File: src/inc/lcsc_pkg.sv
package lcsc_pkg;

  // Line geometry
  localparam int COL_COUNT   = 80;
  localparam int NIB_WIDTH   = 4;
  localparam int GROUP_COUNT = COL_COUNT / NIB_WIDTH;
  localparam int GROUP_W     = 5;

  // Buffer entry layout: marker bit above the nibble
  localparam int ENTRY_W     = NIB_WIDTH + 1;
  localparam int ENTRY_MARK  = NIB_WIDTH;

  // Column drive level codes, two bits per column
  localparam logic [1:0] LVL_TOP       = 2'h0;
  localparam logic [1:0] LVL_UPPER_MID = 2'h1;
  localparam logic [1:0] LVL_LOWER_MID = 2'h2;
  localparam logic [1:0] LVL_BOTTOM    = 2'h3;

  // Reset values
  localparam logic [GROUP_W-1:0] GROUP_RST = 5'h00;
  localparam logic [1:0]         LVL_RST   = LVL_TOP;

  // Drain side of the loader
  typedef enum logic [1:0]
  {
    LCSC_RUN    = 2'h1,
    LCSC_SETTLE = 2'h2
  } lcsc_drain_t;

endpackage

File: src/design/lcsc_buf2.sv
`timescale 1ns/1ps
module lcsc_buf2
  import lcsc_pkg::*;
#(
  parameter int WIDTH = ENTRY_W,
  parameter int DEPTH = 2
)
(
  input  wire logic             clk_sys_i,
  input  wire logic             rst_i,
  input  wire logic             in_valid_i,
  output logic                  in_ready_o,
  input  wire logic [WIDTH-1:0] in_data_i,
  output logic                  out_valid_o,
  input  wire logic             out_ready_i,
  output logic [WIDTH-1:0]      out_data_o
);

  localparam int PW = (DEPTH > 1) ? $clog2(DEPTH) : 1;

  logic [WIDTH-1:0] mem_ff [DEPTH];
  logic [PW-1:0]    wr_ff;
  logic [PW-1:0]    nxt_wr;
  logic [PW-1:0]    rd_ff;
  logic [PW-1:0]    nxt_rd;
  logic [PW:0]      cnt_ff;
  logic [PW:0]      nxt_cnt;
  logic             push;
  logic             pop;

  // Honest flags straight from the fill count
  assign in_ready_o  = (cnt_ff != (PW+1)'(DEPTH));
  assign out_valid_o = (cnt_ff != '0);
  assign out_data_o  = mem_ff[rd_ff];
  assign push        = in_valid_i && in_ready_o;
  assign pop         = out_valid_o && out_ready_i;

  // Pointer and count update
  always_comb
  begin
    nxt_wr  = wr_ff;
    nxt_rd  = rd_ff;
    nxt_cnt = cnt_ff;
    if (push)
      nxt_wr = (wr_ff == PW'(DEPTH-1)) ? '0 : wr_ff + PW'(1);
    if (pop)
      nxt_rd = (rd_ff == PW'(DEPTH-1)) ? '0 : rd_ff + PW'(1);
    if (push && !pop)
      nxt_cnt = cnt_ff + (PW+1)'(1);
    else if (pop && !push)
      nxt_cnt = cnt_ff - (PW+1)'(1);
  end

  always_ff @(posedge clk_sys_i)
  begin
    if (rst_i)
    begin
      wr_ff  <= '0;
      rd_ff  <= '0;
      cnt_ff <= '0;
    end
    else
    begin
      wr_ff  <= nxt_wr;
      rd_ff  <= nxt_rd;
      cnt_ff <= nxt_cnt;
    end
  end

  // Storage needs no reset; valid is guarded by the count
  always_ff @(posedge clk_sys_i)
  begin
    if (push)
      mem_ff[wr_ff] <= in_data_i;
  end

endmodule

File: src/design/lcsc_loader.sv
`timescale 1ns/1ps
// What this block does
// RL1 - The enable shift register runs in either direction, picked by the direction select level.
// RL2 - The enable position decides which data register columns take the incoming nibble.
// RL3 - While not enabled, the internal shift clock and data bus are held low to save power.
// RL4 - In a cascade the enables are chained and the first driver's enable input is tied high.
// RL5 - After 80 bits the block hands the enable on by itself, with no controller signal.
// RL6 - Serial data maps to columns in a fixed way, whatever the number of shift clock edges.
// RL7 - On each falling edge of the latch pulse the whole data register is copied to the latch.
// RL8 - With blank inactive, a set bit gives top or bottom level and a clear bit upper or lower mid.
// RL9 - The controller stretches the shift clock period where it inserts the latch pulse.
// RL10 - While forced blank is low every column is driven to the top level.
// RL11 - The nibble is taken on the falling edge of the shift clock.
// RL12 - The enable output is reset by the latch pulse and rises by itself after 80 bits.
// RL13 - One chain enable pin is the input and the other the output, by direction select.
// RL14 - After each latch pulse the enable position restarts at the first group for the direction.
module lcsc_loader
  import lcsc_pkg::*;
#(
  parameter int COLS   = COL_COUNT,
  parameter int GROUPS = GROUP_COUNT
)
(
  input  wire logic              clk_sys_i,
  input  wire logic              rst_i,
  input  wire logic              pixel_shift_clock_i,
  input  wire logic              line_latch_pulse_i,
  input  wire logic              frame_alternation_i,
  input  wire logic              forced_blank_n_i,
  input  wire logic [3:0]        pixel_nibble_in_i,
  input  wire logic              shift_direction_select_i,
  input  wire logic              chain_enable_a_i,
  output logic                   chain_enable_a_o,
  output logic                   chain_enable_a_oe_n_o,
  input  wire logic              chain_enable_b_i,
  output logic                   chain_enable_b_o,
  output logic                   chain_enable_b_oe_n_o,
  output logic [2*COLS-1:0]      column_outputs_o,
  output logic                   sample_ready_o,
  output logic                   sample_overrun_o
);

  ////////////////////////////////////////////////////////////////////////////
  // Pin synchronisers

  localparam int SYNC_W = 7 + NIB_WIDTH;

  logic [SYNC_W-1:0] pins;
  logic [SYNC_W-1:0] s1_ff;
  logic [SYNC_W-1:0] s2_ff;
  logic [SYNC_W-1:0] nxt_s1;
  logic [SYNC_W-1:0] nxt_s2;

  assign pins = {pixel_shift_clock_i, line_latch_pulse_i, frame_alternation_i,
                 forced_blank_n_i, shift_direction_select_i, chain_enable_a_i,
                 chain_enable_b_i, pixel_nibble_in_i};

  // Two stages; only s2 is read by logic
  always_comb
  begin
    nxt_s1 = pins;
    nxt_s2 = s1_ff;
  end

  always_ff @(posedge clk_sys_i)
  begin
    if (rst_i)
    begin
      s1_ff <= '0;
      s2_ff <= '0;
    end
    else
    begin
      s1_ff <= nxt_s1;
      s2_ff <= nxt_s2;
    end
  end

  logic                 shclk_s;
  logic                 latch_s;
  logic                 alt_s;
  logic                 blank_n_s;
  logic                 dir_s;
  logic                 en_a_s;
  logic                 en_b_s;
  logic [NIB_WIDTH-1:0] nib_s;

  assign shclk_s   = s2_ff[SYNC_W-1];
  assign latch_s   = s2_ff[SYNC_W-2];
  assign alt_s     = s2_ff[SYNC_W-3];
  assign blank_n_s = s2_ff[SYNC_W-4];
  assign dir_s     = s2_ff[SYNC_W-5];
  assign en_a_s    = s2_ff[SYNC_W-6];
  assign en_b_s    = s2_ff[SYNC_W-7];
  assign nib_s     = s2_ff[NIB_WIDTH-1:0];

  ////////////////////////////////////////////////////////////////////////////
  // Chain enable and edge detection

  logic                 done_ff;
  logic                 nxt_done;
  logic                 chain_in;
  logic                 active;
  logic                 gclk;
  logic                 gclk_d_ff;
  logic                 latch_d_ff;
  logic                 latch_pend_ff;
  logic                 nxt_latch_pend;
  logic                 overrun_ff;
  logic                 nxt_overrun;
  logic [NIB_WIDTH-1:0] gdata;
  logic                 shift_fall;
  logic                 latch_fall;

  // Direction low: pin a listens, pin b drives; high: the reverse
  assign chain_in = dir_s ? en_b_s : en_a_s; // RL13
  assign active   = chain_in && !done_ff;

  // Gated clock and bus stay low while not enabled
  assign gclk  = shclk_s && active; // RL3
  assign gdata = active ? nib_s : '0; // RL3

  assign shift_fall = gclk_d_ff && !gclk; // RL11
  assign latch_fall = latch_d_ff && !latch_s; // RL7

  assign chain_enable_a_o      = dir_s ? done_ff : 1'b0;
  assign chain_enable_a_oe_n_o = !dir_s; // RL13
  assign chain_enable_b_o      = dir_s ? 1'b0 : done_ff;
  assign chain_enable_b_oe_n_o = dir_s; // RL13

  ////////////////////////////////////////////////////////////////////////////
  // Entry buffer between capture and data register

  logic               buf_in_valid;
  logic               buf_in_ready;
  logic [ENTRY_W-1:0] buf_in_data;
  logic               buf_out_valid;
  logic               buf_out_ready;
  logic [ENTRY_W-1:0] buf_out_data;

  // Nibble goes first; a latch edge waits so it never overtakes data
  always_comb
  begin
    buf_in_valid   = shift_fall || latch_pend_ff || latch_fall;
    buf_in_data    = shift_fall ? {1'b0, gdata} : {1'b1, {NIB_WIDTH{1'b0}}};
    nxt_latch_pend = latch_pend_ff;
    if (!shift_fall && buf_in_ready)
      nxt_latch_pend = 1'b0;
    // Park the latch edge only when it could not enter now, else it copies twice
    if (latch_fall && (shift_fall || !buf_in_ready))
      nxt_latch_pend = 1'b1;
    nxt_overrun = overrun_ff || (shift_fall && !buf_in_ready);
  end

  assign sample_ready_o   = buf_in_ready;
  assign sample_overrun_o = overrun_ff;

  lcsc_buf2 #(
    .WIDTH (ENTRY_W),
    .DEPTH (2)
  ) u_buf (
    .clk_sys_i   (clk_sys_i),
    .rst_i       (rst_i),
    .in_valid_i  (buf_in_valid),
    .in_ready_o  (buf_in_ready),
    .in_data_i   (buf_in_data),
    .out_valid_o (buf_out_valid),
    .out_ready_i (buf_out_ready),
    .out_data_o  (buf_out_data)
  );

  ////////////////////////////////////////////////////////////////////////////
  // Drain: write nibbles, copy on latch entries

  lcsc_drain_t          st_ff;
  lcsc_drain_t          nxt_st;
  logic [GROUP_W-1:0]   group_ff;
  logic [GROUP_W-1:0]   nxt_group;
  logic                 wr_nib;
  logic                 do_copy;
  logic [COLS-1:0]      data_ff;
  logic [COLS-1:0]      nxt_data;
  logic [COLS-1:0]      latch_ff;
  logic [COLS-1:0]      nxt_latch;

  // Settle cycle after a copy stalls the buffer for one clock
  assign buf_out_ready = (st_ff == LCSC_RUN);
  assign wr_nib        = buf_out_valid && buf_out_ready && !buf_out_data[ENTRY_MARK];
  assign do_copy       = buf_out_valid && buf_out_ready && buf_out_data[ENTRY_MARK];

  always_comb
  begin
    nxt_st    = st_ff;
    nxt_group = group_ff;
    nxt_done  = done_ff;
    unique case (st_ff)
      LCSC_RUN:
      begin
        if (do_copy)
        begin
          nxt_st    = LCSC_SETTLE;
          nxt_group = GROUP_RST; // RL14
          nxt_done  = 1'b0; // RL12
        end
        else if (wr_nib)
        begin
          nxt_group = group_ff + GROUP_W'(1); // RL1
          if (group_ff == GROUP_W'(GROUPS-1))
            nxt_done = 1'b1; // RL5 RL12
        end
      end
      LCSC_SETTLE:
        nxt_st = LCSC_RUN;
    endcase
  end

  // Fixed column for each group, mirrored by direction
  genvar c;
  generate
    for (c = 0; c < COLS; c++)
    begin : g_col
      localparam int FWD_G = c / NIB_WIDTH;
      localparam int FWD_B = NIB_WIDTH - 1 - (c % NIB_WIDTH);
      localparam int REV_G = (COLS - 1 - c) / NIB_WIDTH;
      localparam int REV_B = NIB_WIDTH - 1 - ((COLS - 1 - c) % NIB_WIDTH);
      logic hit;

      always_comb
      begin
        hit = dir_s ? (group_ff == GROUP_W'(REV_G)) : (group_ff == GROUP_W'(FWD_G)); // RL2
        nxt_data[c] = data_ff[c];
        if (wr_nib && hit)
          nxt_data[c] = buf_out_data[dir_s ? REV_B : FWD_B]; // RL6
        nxt_latch[c] = do_copy ? data_ff[c] : latch_ff[c]; // RL7
      end

      // Level select per column
      logic [1:0] lvl;
      always_comb
      begin
        if (!blank_n_s)
          lvl = LVL_TOP; // RL10
        else if (latch_ff[c])
          lvl = alt_s ? LVL_TOP : LVL_BOTTOM; // RL8
        else
          lvl = alt_s ? LVL_UPPER_MID : LVL_LOWER_MID; // RL8
      end

      always_ff @(posedge clk_sys_i)
      begin
        if (rst_i)
          column_outputs_o[2*c +: 2] <= LVL_RST;
        else
          column_outputs_o[2*c +: 2] <= lvl;
      end
    end
  endgenerate

  ////////////////////////////////////////////////////////////////////////////
  // Control registers

  always_ff @(posedge clk_sys_i)
  begin
    if (rst_i)
    begin
      st_ff         <= LCSC_RUN;
      group_ff      <= GROUP_RST;
      done_ff       <= 1'b0;
      data_ff       <= '0;
      latch_ff      <= '0;
      gclk_d_ff     <= 1'b0;
      latch_d_ff    <= 1'b0;
      latch_pend_ff <= 1'b0;
      overrun_ff    <= 1'b0;
    end
    else
    begin
      st_ff         <= nxt_st;
      group_ff      <= nxt_group;
      done_ff       <= nxt_done;
      data_ff       <= nxt_data;
      latch_ff      <= nxt_latch;
      gclk_d_ff     <= gclk;
      latch_d_ff    <= latch_s;
      latch_pend_ff <= nxt_latch_pend;
      overrun_ff    <= nxt_overrun;
    end
  end

endmodule

File: config.mk
export PLATFORM = sky130hd
export DESIGN_NAME = lcsc_loader
export DESIGN_NICKNAME = d
export VERILOG_FILES = /design/src/inc/lcsc_pkg.sv /design/src/design/lcsc_buf2.sv /design/src/design/lcsc_loader.sv
export SDC_FILE = /design/constraint.sdc
export NUM_CORES = 1
export LEC_CHECK = 0
export BUFFER_PORTS_ARGS = -buffer_cell sky130_fd_sc_hd__buf_4
export CORE_MARGIN = 5
export CORE_UTILIZATION = 65
export CTS_BUF_LIST = sky130_fd_sc_hd__clkbuf_2 sky130_fd_sc_hd__clkbuf_4 sky130_fd_sc_hd__clkbuf_8
export DETAILED_ROUTE_END_ITERATION = 8
export GPL_TIMING_DRIVEN = 0
export HOLD_SLACK_MARGIN = 0.05
export PLACE_DENSITY = 0.88
export SLEW_MARGIN = 0
export SYNTH_ARGS = -nofsm -noshare
export SYNTH_HDL_FRONTEND = slang
export SYNTH_SLANG_ARGS = --single-unit
File: constraint.sdc
create_clock -name clk_sys_i -period 8.63 [get_ports clk_sys_i]
set_clock_uncertainty 0.2 [all_clocks]
set_input_delay 0.4315 -clock clk_sys_i [delete_from_list [all_inputs] [get_ports clk_sys_i]]
set_output_delay 0.4315 -clock clk_sys_i [all_outputs]
set_load 0.005 [all_outputs]
## After elaboration in Yosys (flattened, before gate mapping)

Memories as Yosys holds them, arrays and structs flattened. A register that Yosys moved wholly into a read port is not among the register bits.
Cells that the tools add are included.

- Bits in registers: 358
- Bits in writable memories: 10
- Input bits: 13
- Output and inout port bits: 166
- Logic and storage cells: 342
- Memories: 1

- Add/sub/neg operators: 5
- Order comparisons: 4
- Eq/ne operators: 23
- Multiplexer cells: 140
- Bitwise logic cells: 1
- Reduce and logical (&&, ||, !) cells: 55

Memories:

| name | words | bits a word | rd ports | clocked after memory_dff | write ports | RTL line | text |
|---|---|---|---|---|---|---|---|
| u_buf.mem_ff | 2 | 5 | 1 | 1 | 1 | lcsc_buf2.sv:21 | `logic [WIDTH-1:0] mem_ff [DEPTH];` |

Operators with widths:

| cell | count |
|---|---|
| 2-bit 2-to-1 mux | 89 |
| 32-bit by 5-bit < comparator with 1-bit output (second input constant) | 4 |
| 1-bit 2-to-1 mux | 42 |
| 5-bit by 4-bit == test with 1-bit output (second input constant) | 8 |
| 1-bit logical AND | 33 |
| 5-bit by 3-bit == test with 1-bit output (second input constant) | 4 |
| 5-bit == test (second input constant) | 4 |
| 5-bit 2-to-1 mux | 3 |
| 1-bit binary-select mux with 3-bit select | 4 |
| 5-bit by 2-bit == test with 1-bit output (second input constant) | 2 |
| 2-bit nonzero test | 5 |
| 1-bit zero test | 9 |
| 5-bit by 1-bit adder with 5-bit output (second input constant) | 1 |
| 5-bit by 1-bit == test with 1-bit output (second input constant) | 1 |
| 5-bit zero test | 1 |
| 1-bit logical OR | 4 |
| 4-bit 2-to-1 mux | 1 |
| 2-bit inequality test (second input constant) | 2 |
| 2-bit case mux with 2 select lines | 1 |
| 3-bit AND reduction | 1 |
| 1-bit adder (second input constant) | 2 |
| 2-bit by 1-bit adder with 2-bit output (second input constant) | 1 |
| 2-bit by 1-bit == test with 1-bit output (second input constant) | 1 |
| 2-bit == test (second input constant) | 1 |
| other kinds (4) | 4 |

## Logic depth before layout (Yosys ltp)

Gate-level depths: netlist of the first run.

- Word-level depth: 12
- Depth in mapped cells: 8
- Depth with buffers taken out: 7

## Cells and area by module

From an unflattened synthesis of the first run, not the netlist that was laid out.

- Cells, all modules: 1,503
- Area, all modules: 14,690.3 µm²

Modules (own cells, without submodules):

| module | instances | cells each | area each (µm²) | sequential area each (µm²) |
|---|---|---|---|---|
| lcsc_loader | 1 | 1,464 | 14,111.0 | 7,086.8 |
| lcsc_buf2 | 1 | 39 | 579.3 | 400.4 |

## Worst setup path before layout of the first run

No wires, ideal clock.

- Path type: register -> register
- Start: register s2_ff[8]
- End: register column_outputs_o[0]
- Library setup time: 0.115 ns
- Data arrival time: 3.816 ns
- Data required time: 8.315 ns
- Slack: 4.499 ns
- Stages on the path, launching flop included: 4
- Path buffers: 0
- Period minus slack after synthesis: 4.131 ns
- Cells stage by stage: dfxtp_1 > inv_1 > ha_1 > and2_1

- Longest elaborated chain between the ends: 2
- Elaborated cells between the ends (all ways): 3
- Classes of those cells: mux: 3

RTL lines:

| what | RTL line | text |
|---|---|---|
| start, declared | lcsc_loader.sv:50 | `logic [SYNC_W-1:0] s2_ff;` |
| start signal, assigned | lcsc_loader.sv:75 | `s2_ff <= nxt_s2;` |
| 2-bit 2-to-1 mux (on tied branches) | lcsc_loader.sv:246, lcsc_loader.sv:244 |  |
| 2-bit 2-to-1 mux (*) | lcsc_loader.sv:243 | `else if (latch_ff[c])` |
| end signal, assigned by index | lcsc_loader.sv:254 | `column_outputs_o[2*c +: 2] <= lvl;` |
| end, declared | lcsc_loader.sv:38 | `output logic [2*COLS-1:0] column_outputs_o,` |

Every way passes the cells marked *; elsewhere a longest branch is shown, timed or not.
A chain may end at the register's enable or synchronous reset.

## Final worst setup path of the first run

- Start: register s2_ff[6]
- End: output port chain_enable_a_o

- Longest elaborated chain between the ends: 1

RTL lines:

| what | RTL line | text |
|---|---|---|
| 1-bit 2-to-1 mux | lcsc_loader.sv:126 | `assign chain_enable_a_o = dir_s ? done_ff : 1'b0;` |
| end, declared | lcsc_loader.sv:33 | `output logic chain_enable_a_o,` |

No other way between the ends.

==> impl_metrics.py, run 1 <==
metrics = {
    "critical_path": {
        "arrival_ps": 2270,
        "crit_path_end_kind": "primary output",
        "slowest_stage": "clkbuf_1",
        "cp.required_ps": 8000,
        "crit_top_cell": "buf_2",
        "critical_path_class": "reg -> out",
        "worstPathMaxFanout": 10,
        "cp_cell_sequence": "buf_2, buf_2, clkbuf_1, and2_1, buf_4",
        "max_stage_delay_ps": 490,
        "critPathLaunchType": "register",
    },
    "sta": {
        "min_period_ps": 2897,
        "relSlewSlack": 0.3849,
        "worst_slack_ps": 5733,
        "setup_violations": 0,
        "worst-slew-pin-transition_ps": 917.6,
        "setup_tns_ps": 0,
        "period_share": 0.3357,
        "drv_slew": 0,
        "fin_hold_ws_ps": 239.1,
        "rsz0062_at_grt": "no",
        "max_freq_mhz": 345.2,
        "hold_viol": 0,
    },
    "power_and_ir_drop": {
        "intPower_mw": 2.766,
        "p_clk_frac": 0.413,
        "swShare": 0.2672,
        "p_sw_mw": 1.009,
        "seq_power_share": 0.466,
        "total_power_mw": 3.775,
        "combPwrFrac": 0.120,
        "powerDensity_mw_per_mm2": 212.2,
        "p_leak_nw": 7.822,
        "peakVddDrop_mv": 0.1560,
    },
    "placement": {
        "hpwl_um": 23910,
        "portBuffers": 178,
        "gp_congestion": 0.9571,
        "post-place-ws_ps": 5827,
    },
    "synthesis": {
        "synthArstFlopShare": 0,
        "seq_area_frac_synth": 0.5098,
        "ys_ff_latch": 369,
        "synth_enable_flop_cells": 10,
        "synth_cell_types": 40,
        "syn_area_mm2": 0.01469,
        "yosys.area.top_type": "dfxtp_1",
        "synthCells": 1530,
        "synth_flop_cell": "dfxtp_1",
        "yosysWarningCount": 0,
        "syn_avg_cell_area_um2": 9.600,
        "synth_top_area_frac": 0.4893,
        "syn-num-nets": 1709,
        "synth_area_leaders": "dfxtp_1 (49%), ha_1 (14%), mux2i_1 (4.9%)",
    },
    "cells_and_area": {
        "nets": 1957,
        "fillCellCount": 1422,
        "drive_above_1_share": 0.1672,
        "antenna_cells": 0,
        "area_growth_pct": 21.13,
        "utilization": 0.7931,
    },
    "clock_tree": {
        "cts-root-buf": "clkbuf_8",
        "cts_hold_buf": 11,
        "clk_latency_ps": 590,
        "htreeDepth": 2,
        "cts_tree": "yes",
        "cts_buffers": 56,
        "cts_resized": 0,
        "cts.clk_slew.worst_paths_ps": 60,
        "cts_setup_buffers": 0,
        "cts.path.max_buffers": 3,
        "clock-sinks": 369,
    },
    "job": {
        "cap_viol_max_count": 0,
    },
    "route": {
        "drc": 0,
        "via_per_inst": 5.317,
        "firstDrtPassIters": 5,
        "wl_um": 36220,
        "antenna_left": 0,
        "dr_total_vias": 11214,
        "drt_iter0_markers": 629,
        "routedWlPerCell_um": 17.17,
    },
    "global_routing": {
        "grt_pass1_vias": 11300,
        "grt_antenna_before_repair": 0,
        "grt_usage": 0.2752,
        "grt_start_max_net_pins": 85,
        "grt_pass1_wl_um": 57660,
        "overflow": 0,
    },
    "min_path": {
        "hold_path_class": "reg -> reg",
    },
    "floorplan": {
        "rows": 55,
        "dieWidth_um": 160.3,
        "die-area_mm2": 0.02570,
        "dieHeight_um": 160.3,
        "start_util": 0.6547,
        "io_pins": 179,
        "core_mm2": 0.02243,
    },
    "outcome": {
        "status": "complete, no violations",
    },
}
cell usage after synthesis (2+ instances only):
library cell / n
a21oi_1: 102
a22oi_1: 2
and2_1: 91
buf_2: 9
buf_6: 2
clkbuf_1: 65
dfxtp_1: 359
edfxtp_1: 10
ha_1: 166
inv_1: 88
mux2i_1: 72
mux4_2: 4
nand2_1: 183
nand2b_1: 76
nand3_1: 25
nand3b_1: 2
nor2_1: 180
nor2b_1: 30
nor3_1: 6
nor4_1: 3
nor4b_1: 2
o21ai_0: 18
o21ai_1: 14
or3_1: 3
xor2_1: 3
cell type report:
type	count	area (um2)	area share
Buffer	78	322.8	0.01814
Clock buffer	96	1196	0.06723
Clock inverter	8	72.57	0.004079
Inverter	88	335.3	0.01885
Multi-Input combinational cell	995	6548	0.3680
Sequential cell	369	7487	0.4208
Tap cell	285	356.6	0.02004
Timing Repair Buffer	190	1474	0.08284
cell families after synthesis:
kind of cell / after synthesis / synth area share
adders and majority gates: 166 / 0.1414
xor gates and xnor gates: 3 / 0.001789
AOI/OAI and AO/OA: 139 / 0.04830
buffers and inverters: 166 / 0.04447
muxes: 77 / 0.05622
and+or+nand+nor: 610 / 0.1981
DFF: 369 / 0.5098
power by group through the flow:
stage | Combinational (mW) | Sequential (mW) | Clock (mW)
floorplan | 0.269 | 1.80 | 0
global placement | 0.424 | 1.80 | 0
detailed placement | 0.435 | 1.80 | 0
CTS | 0.446 | 1.76 | 1.57
global route | 0.486 | 1.76 | 1.66
finish | 0.454 | 1.76 | 1.56
final timing paths:
check            start                to  slack, ps  cells after the start
min reg2reg  nxt_s2[0]          s2_ff[0]        240                      1
min          nxt_s2[0]          s2_ff[0]        240                      1
max reg2reg   s2_ff[6]   u_buf.cnt_ff[1]       5950                      7
max           s2_ff[6]  chain_enable_a_o       5730                      5
worst max-delay path: cells and delay by family, from the launching register on:
| kind | cells | cell delay, ps |
|---|---|---|
| flops | 1 | 350 |
| simple gates | 1 | 210 |
| buf+inv | 4 | 1100 |
metal layers:
metal | share of wire | routed length, um | global-route usage | up-vias
li1 | - | - | - | 5385
met1 | 0.41 | 14970 | 0.3368 | 5403
met2 | 0.50 | 18050 | 0.4892 | 353
met3 | 0.060 | 2162 | 0.04927 | 73
met4 | 0.028 | 1029 | 0.09699 | 0
met5 | 0 | 0 | 0 | -
state kept, by name (all words and copies together), names as in the netlist, 2 cells and up, named ones only:
name and cells:
u_buf.mem_ff 10, nxt_s2 11, st_ff 2, u_buf.cnt_ff 2, data_ff 80, s2_ff 11, latch_ff 80, group_ff 5
column_outputs_o 160
metrics by stage:
step / std cells / cell area [um2]
after floorplan: 1530 / 14690
final: 2109 / 17790
after CTS: 2109 / 17790
after global placement: 1993 / 16380
after global routing: 2109 / 17790
after detailed placement: 1994 / 16410
cell usage in the layout (no fill, tap or decap), types with 10 or more instances in the layout:
cell type,instances
buf_4,179
nand2_1,183
inv_1,87
o21ai_0,18
clkbuf_8,76
ha_1,166
o21ai_1,14
clkbuf_1,65
nand3_1,25
mux2i_1,72
edfxtp_1,10
dfxtp_1,359
dlygate4sd3_1,11
nor2_1,180
and2_1,91
nand2b_1,76
a21oi_1,102
nor2b_1,30
clkbuf_4,20
Note: power is estimated with default switching activity, not from simulation.
==> run 2, diff against run 1 <==
- CORE_UTILIZATION: 65 -> 54
- PLACE_DENSITY: 0.88 -> 0.78
- clock period: 8.63 -> 2.5 ns (I/O delays scaled with it)
==> impl_metrics.py, run 2 (synthesis gave the netlist of run 1 again) <==
metrics = {
    "outcome": {
        "status": "complete, no violations",
    },
    "route": {
        "drt_iter0_markers": 607,
        "antenna_left": 0,
        "via_per_inst": 4.974,
        "dr_total_vias": 10783,
        "routedWlPerCell_um": 15.09,
        "firstDrtPassIters": 5,
        "wl_um": 32710,
        "drc": 0,
    },
    "critical_path": {
        "path_delay_family": "buffers and inverters",
        "slowest_stage": "mux4_2",
        "critical_path_class": "reg -> reg",
        "rr_worst_depth": 6,
        "critPathLaunchType": "register",
        "max_stage_delay_ps": 590,
        "cp.required_ps": 2750,
        "r2r-end": "data_ff[12]",
        "cp_cell_sequence": "buf_6, mux4_2, nand2b_1, clkbuf_1, buf_2, mux2i_1",
        "r2r_setup_slack_ps": 180,
        "worstPathMaxFanout": 10,
        "arrival_ps": 2570,
        "crit_buf_inv": 3,
        "crit_path_end_kind": "register",
    },
    "sta": {
        "rsz0062_at_grt": "no",
        "relSlewSlack": 0.5114,
        "min_period_ps": 2324,
        "worst-slew-pin-transition_ps": 732.9,
        "hold_viol": 0,
        "max_freq_mhz": 430.3,
        "drv_slew": 0,
        "period_share": 0.9296,
        "setup_violations": 0,
    },
    "cells_and_area": {
        "regMostFlops": "column_outputs_o",
        "fillCellCount": 2120,
        "area_growth_pct": 22.33,
        "final_common_cell": "dfxtp_1",
        "finalInstanceArea_mm2": 0.01797,
        "largest_reg_flops": 160,
        "antenna_cells": 0,
        "layout_common_cells": "dfxtp_1 (358), nand2_1 (183), nor2_1 (180)",
        "largestRegisters": "column_outputs_o: 160 flops, data_ff: 80 flops, latch_ff: 80 flops",
        "drive_above_1_share": 0.1724,
        "nets": 1960,
        "utilization": 0.6685,
    },
    "global_routing": {
        "grt_pass1_wl_um": 53070,
        "grt_pass1_vias": 10608,
        "grt_antenna_before_repair": 0,
        "overflow": 0,
        "grt_start_max_net_pins": 56,
        "grt_usage": 0.2111,
    },
    "clock_tree": {
        "htreeDepth": 2,
        "clk_latency_ps": 600,
        "cts.clk_slew.worst_paths_ps": 60,
        "clock-sinks": 369,
        "cts_tree": "yes",
        "cts_buffers": 59,
        "cts.path.max_buffers": 3,
        "cts-root-buf": "clkbuf_8",
    },
    "power_and_ir_drop": {
        "peakVddDrop_mv": 0.5004,
        "p_leak_nw": 7.982,
        "powerDensity_mw_per_mm2": 733.2,
    },
    "floorplan": {
        "die-area_mm2": 0.03060,
        "start_util": 0.5465,
        "core_mm2": 0.02688,
        "rows": 60,
        "dieWidth_um": 174.9,
        "dieHeight_um": 174.9,
        "io_pins": 179,
    },
    "placement": {
        "gp_congestion": 0.8883,
        "hpwl_um": 23450,
        "dpl_cell_area_mm2": 0.01652,
        "portBuffers": 178,
    },
    "min_path": {
        "min_to": "nxt_s2[3]",
        "worstHoldPathCells": 3,
        "min_from": "pixel_nibble_in_i[3]",
        "hold_path_class": "in -> reg",
    },
    "job": {
        "cap_viol_max_count": 0,
    },
}
==> run 2: changes by cell type in the layout (fill, tap and decap cells not counted), moves of 3 or more <==
cell,delta
clkbuf_1,-3
clkbuf_8,-3
clkinv_2,+4
bufinv_16,+3
buf_12,+3
==> run 2: stage by stage <==
step / worst slack (ps) / hold WS [ps] / TNS [ps] / power [mW] / instances
final: 176.1 / 89.52 / 0 / 13.17 / 2168
after global routing: 47.98 / 89.69 / 0 / 13.74 / 2168
after CTS: 41.95 / 64.67 / 0 / 13.27 / 2170
after detailed placement: 35.78 / 139.5 / 0 / 7.629 / 2052
after global placement: -1633 / 134.9 / -252840 / 7.584 / 2049
after floorplan: -826.3 / 53.18 / -130430 / 7.121 / 1530
==> run 2: how the worst max path moves through the flow <==
| stage | to | slack [ps] | cells past startpoint |
|---|---|---|---|
| after CTS | u_buf.cnt_ff[1] | 40 | 7 |
| after detailed placement | done_ff | 40 | 6 |
| after global placement | column_outputs_o[141] | -1630 | 4 |
| after global routing | chain_enable_a_o | 50 | 5 |
| after floorplan | column_outputs_o[0] | -830 | 3 |
| final | data_ff[12] | 180 | 6 |
==> run 2: area by class of cell <==
class	count	area [um2]	area share
well taps	341	426.7	0.02375
clock inverters	14	175.2	0.009749
flip-flops and latches	369	7488	0.4168
multi-input cells	995	6565	0.3654
inverters	88	334.1	0.01859
plain buffers	76	316.6	0.01762
clock buffers	93	1155	0.06428
repair buffers	192	1506	0.08384
==> run 2: what timing repair did <==
| item | CTS | global route |
|---|---|---|
| endpoints found under the setup margin | 0 | 11 |
| resized for setup | 0 | 6 |
| buffers inserted | 0 | 0 |
| hold buffers | 11 | 0 |
| hold endpoints to repair | 11 | 0 |
==> run 2: worst register-to-register path, cell delays in order (launching register included) <==
cell,delay [ps]
dfxtp_1,340
buf_6,140
mux4_2,590
nand2b_1,100
clkbuf_1,340
buf_2,360
mux2i_1,120
==> run 2: per-layer routing <==
metal  part of all wire  track usage  vias to the layer above
met5                  0            0                        -
met4              0.025      0.06547                        0
met3              0.052      0.03830                       62
met2               0.49       0.3685                      290
met1               0.44       0.2667                     5041
li1                   -            -                     5390
==> run 2: power by group <==
| part | internal, mW | switching, mW |
|---|---|---|
| Sequential | 6.02 | 0.0568 |
| Clock | 3.34 | 2.29 |
| Combinational | 0.422 | 1.04 |
==> run 3, diff against run 2 <==
--- a/config.mk
+++ b/config.mk
@@ -8,4 +8,6 @@
 export BUFFER_PORTS_ARGS = -buffer_cell sky130_fd_sc_hd__buf_4
+export CELL_PAD_IN_SITES_DETAIL_PLACEMENT = 1
+export CELL_PAD_IN_SITES_GLOBAL_PLACEMENT = 2
 export CORE_MARGIN = 5
-export CORE_UTILIZATION = 54
+export CORE_UTILIZATION = 34
 export CTS_BUF_LIST = sky130_fd_sc_hd__clkbuf_2 sky130_fd_sc_hd__clkbuf_4 sky130_fd_sc_hd__clkbuf_8
==> constraint.sdc (replaced) <==
create_clock -name clk_sys_i -period 2.5 [get_ports clk_sys_i]
set_clock_uncertainty 0.2 [all_clocks]
set_input_delay 0.25 -clock clk_sys_i [delete_from_list [all_inputs] [get_ports clk_sys_i]]
set_output_delay 0.25 -clock clk_sys_i [all_outputs]
set_load 0.005 [all_outputs]
==> impl_metrics.py, run 3 (synthesis gave the netlist of run 1 again) <==
metrics = {
    "floorplan": {
        "start_util": 0.3425,
        "io_pins": 179,
        "core_mm2": 0.04289,
        "dieWidth_um": 217.8,
        "dieHeight_um": 217.8,
        "rows": 76,
        "die-area_mm2": 0.04746,
    },
    "route": {
        "dr_total_vias": 10846,
        "drc": 0,
        "drt_iter0_markers": 428,
        "routedWlPerCell_um": 16.26,
        "firstDrtPassIters": 5,
        "via_per_inst": 4.495,
        "antenna_left": 0,
        "wl_um": 39240,
    },
    "cells_and_area": {
        "utilization": 0.4264,
        "regMostFlops": "column_outputs_o",
        "area_growth_pct": 24.51,
        "fillCellCount": 4933,
        "largestRegisters": "column_outputs_o: 160 flops, data_ff: 80 flops, latch_ff: 80 flops",
        "antenna_cells": 0,
        "nets": 1969,
        "drive_above_1_share": 0.1707,
        "final_common_cell": "dfxtp_1",
        "layout_common_cells": "dfxtp_1 (358), nand2_1 (183), buf_4 (180), nor2_1 (180), ha_1 (166)",
        "finalInstanceArea_mm2": 0.01829,
        "largest_reg_flops": 160,
    },
    "power_and_ir_drop": {
        "p_leak_nw": 7.990,
        "intPower_mw": 9.754,
        "swShare": 0.2706,
        "p_sw_mw": 3.618,
        "powerDensity_mw_per_mm2": 731.2,
        "p_clk_frac": 0.428,
        "combPwrFrac": 0.117,
        "seq_power_share": 0.455,
        "peakVddDrop_mv": 0.3224,
    },
    "placement": {
        "portBuffers": 178,
        "post-place-ws_ps": -441.3,
        "dpl_cell_area_mm2": 0.01682,
        "hpwl_um": 27980,
        "gp_congestion": 0.7934,
    },
    "clock_tree": {
        "htreeDepth": 3,
        "cts.path.max_buffers": 3,
        "clock-sinks": 369,
        "cts_buffers": 67,
        "cts-root-buf": "clkbuf_8",
        "clk_latency_ps": 610,
        "cts_setup_buffers": 0,
        "cts_tree": "yes",
        "cts.clk_slew.worst_paths_ps": 60,
    },
    "outcome": {
        "status": "complete, no violations",
    },
    "sta": {
        "drv_slew": 0,
        "setup_violations": 0,
        "rsz0062_at_grt": "no",
        "worst-slew-pin-transition_ps": 960.9,
        "worst_slack_ps": 124.4,
        "hold_viol": 0,
        "relSlewSlack": 0.3594,
        "min_period_ps": 2376,
        "max_freq_mhz": 421.0,
        "period_share": 0.9502,
    },
    "min_path": {
        "min_from": "pixel_shift_clock_i",
        "hold_path_class": "in -> reg",
    },
    "critical_path": {
        "crit_path_end_kind": "register",
        "critPathLaunchType": "register",
        "cp.required_ps": 2750,
        "arrival_ps": 2620,
        "worstPathMaxFanout": 10,
        "critical_path_class": "reg -> reg",
    },
    "job": {
        "cap_viol_max_count": 0,
    },
    "global_routing": {
        "grt_start_max_net_pins": 53,
        "grt_antenna_before_repair": 1,
        "grt_usage": 0.1633,
        "grt_pass1_vias": 11339,
        "grt_pass1_wl_um": 61490,
        "overflow": 0,
    },
}
## run 3: cell types whose count changed in the layout (fill, tap and decap cells not counted), sizes merged
cell	change
buf	-2
clkinvlp	-2
bufinv	-3
clkinv	-2
clkbuf	+9
inv	+1
## run 3: worst paths after layout
check / endpoint / slack (ps) / cells past startpoint
max reg2reg: data_ff[8] / 120 / 6
min: nxt_s2[10] / 220 / 3
max: data_ff[8] / 120 / 6
min reg2reg: s2_ff[1] / 230 / 1
## run 3: worst max-delay path, stage by stage, from the launching register on
cell and delay, ps:
dfxtp_1 320, buf_6 140, mux4_2 590, nand2b_1 100
clkbuf_1 350, buf_2 400, mux2i_1 140
## run 3: power by group through the flow
stage	Combinational, mW	Clock [mW]	Sequential [mW]
2_1_floorplan	0.923	0	6.20
3_3_place_gp	1.51	0	6.20
3_5_place_dp	1.55	0	6.21
4_1_cts	1.58	5.96	6.08
5_1_grt	1.74	6.20	6.09
6_report	1.57	5.73	6.08
## run 3: what timing repair did
item,in CTS,in global routing
hold endpoints to repair,11,0
gates resized for setup,3,8
hold buffers,11,0
setup endpoints to repair,75,17
## run 3: final cells by class
type                            count  area, um2  area share
Sequential cell                   369       7488      0.4095
Multi-Input combinational cell    995       6570      0.3593
Timing Repair Buffer              192       1506     0.08238
Clock buffer                       99       1262     0.06903
Tap cell                          585      732.0     0.04002
Inverter                           88      334.1     0.01827
Buffer                             77      329.1     0.01799
Clock inverter                      8      65.06    0.003558
## run 3: per-stage QoR
step / hold WS (ps) / std cells / setup TNS (ps) / power (mW)
floorplan: 178.2 / 1530 / -130430 / 7.121
CTS: 173.9 / 2413 / 0 / 13.62
global route: 212.5 / 2413 / 0 / 14.04
finish: 222.1 / 2413 / 0 / 13.37
global placement: 216.4 / 2293 / -334760 / 7.712
detailed placement: 225.8 / 2296 / -46710 / 7.757
## run 3: routing by layer
layer	up-vias	wire (um)	track usage	part of all wire
li1	5401	-	-	-
met1	5202	17930	0.2083	0.46
met2	188	18770	0.2789	0.48
met3	55	1674	0.03276	0.043
met4	0	859	0.05233	0.022
met5	-	0	0	0
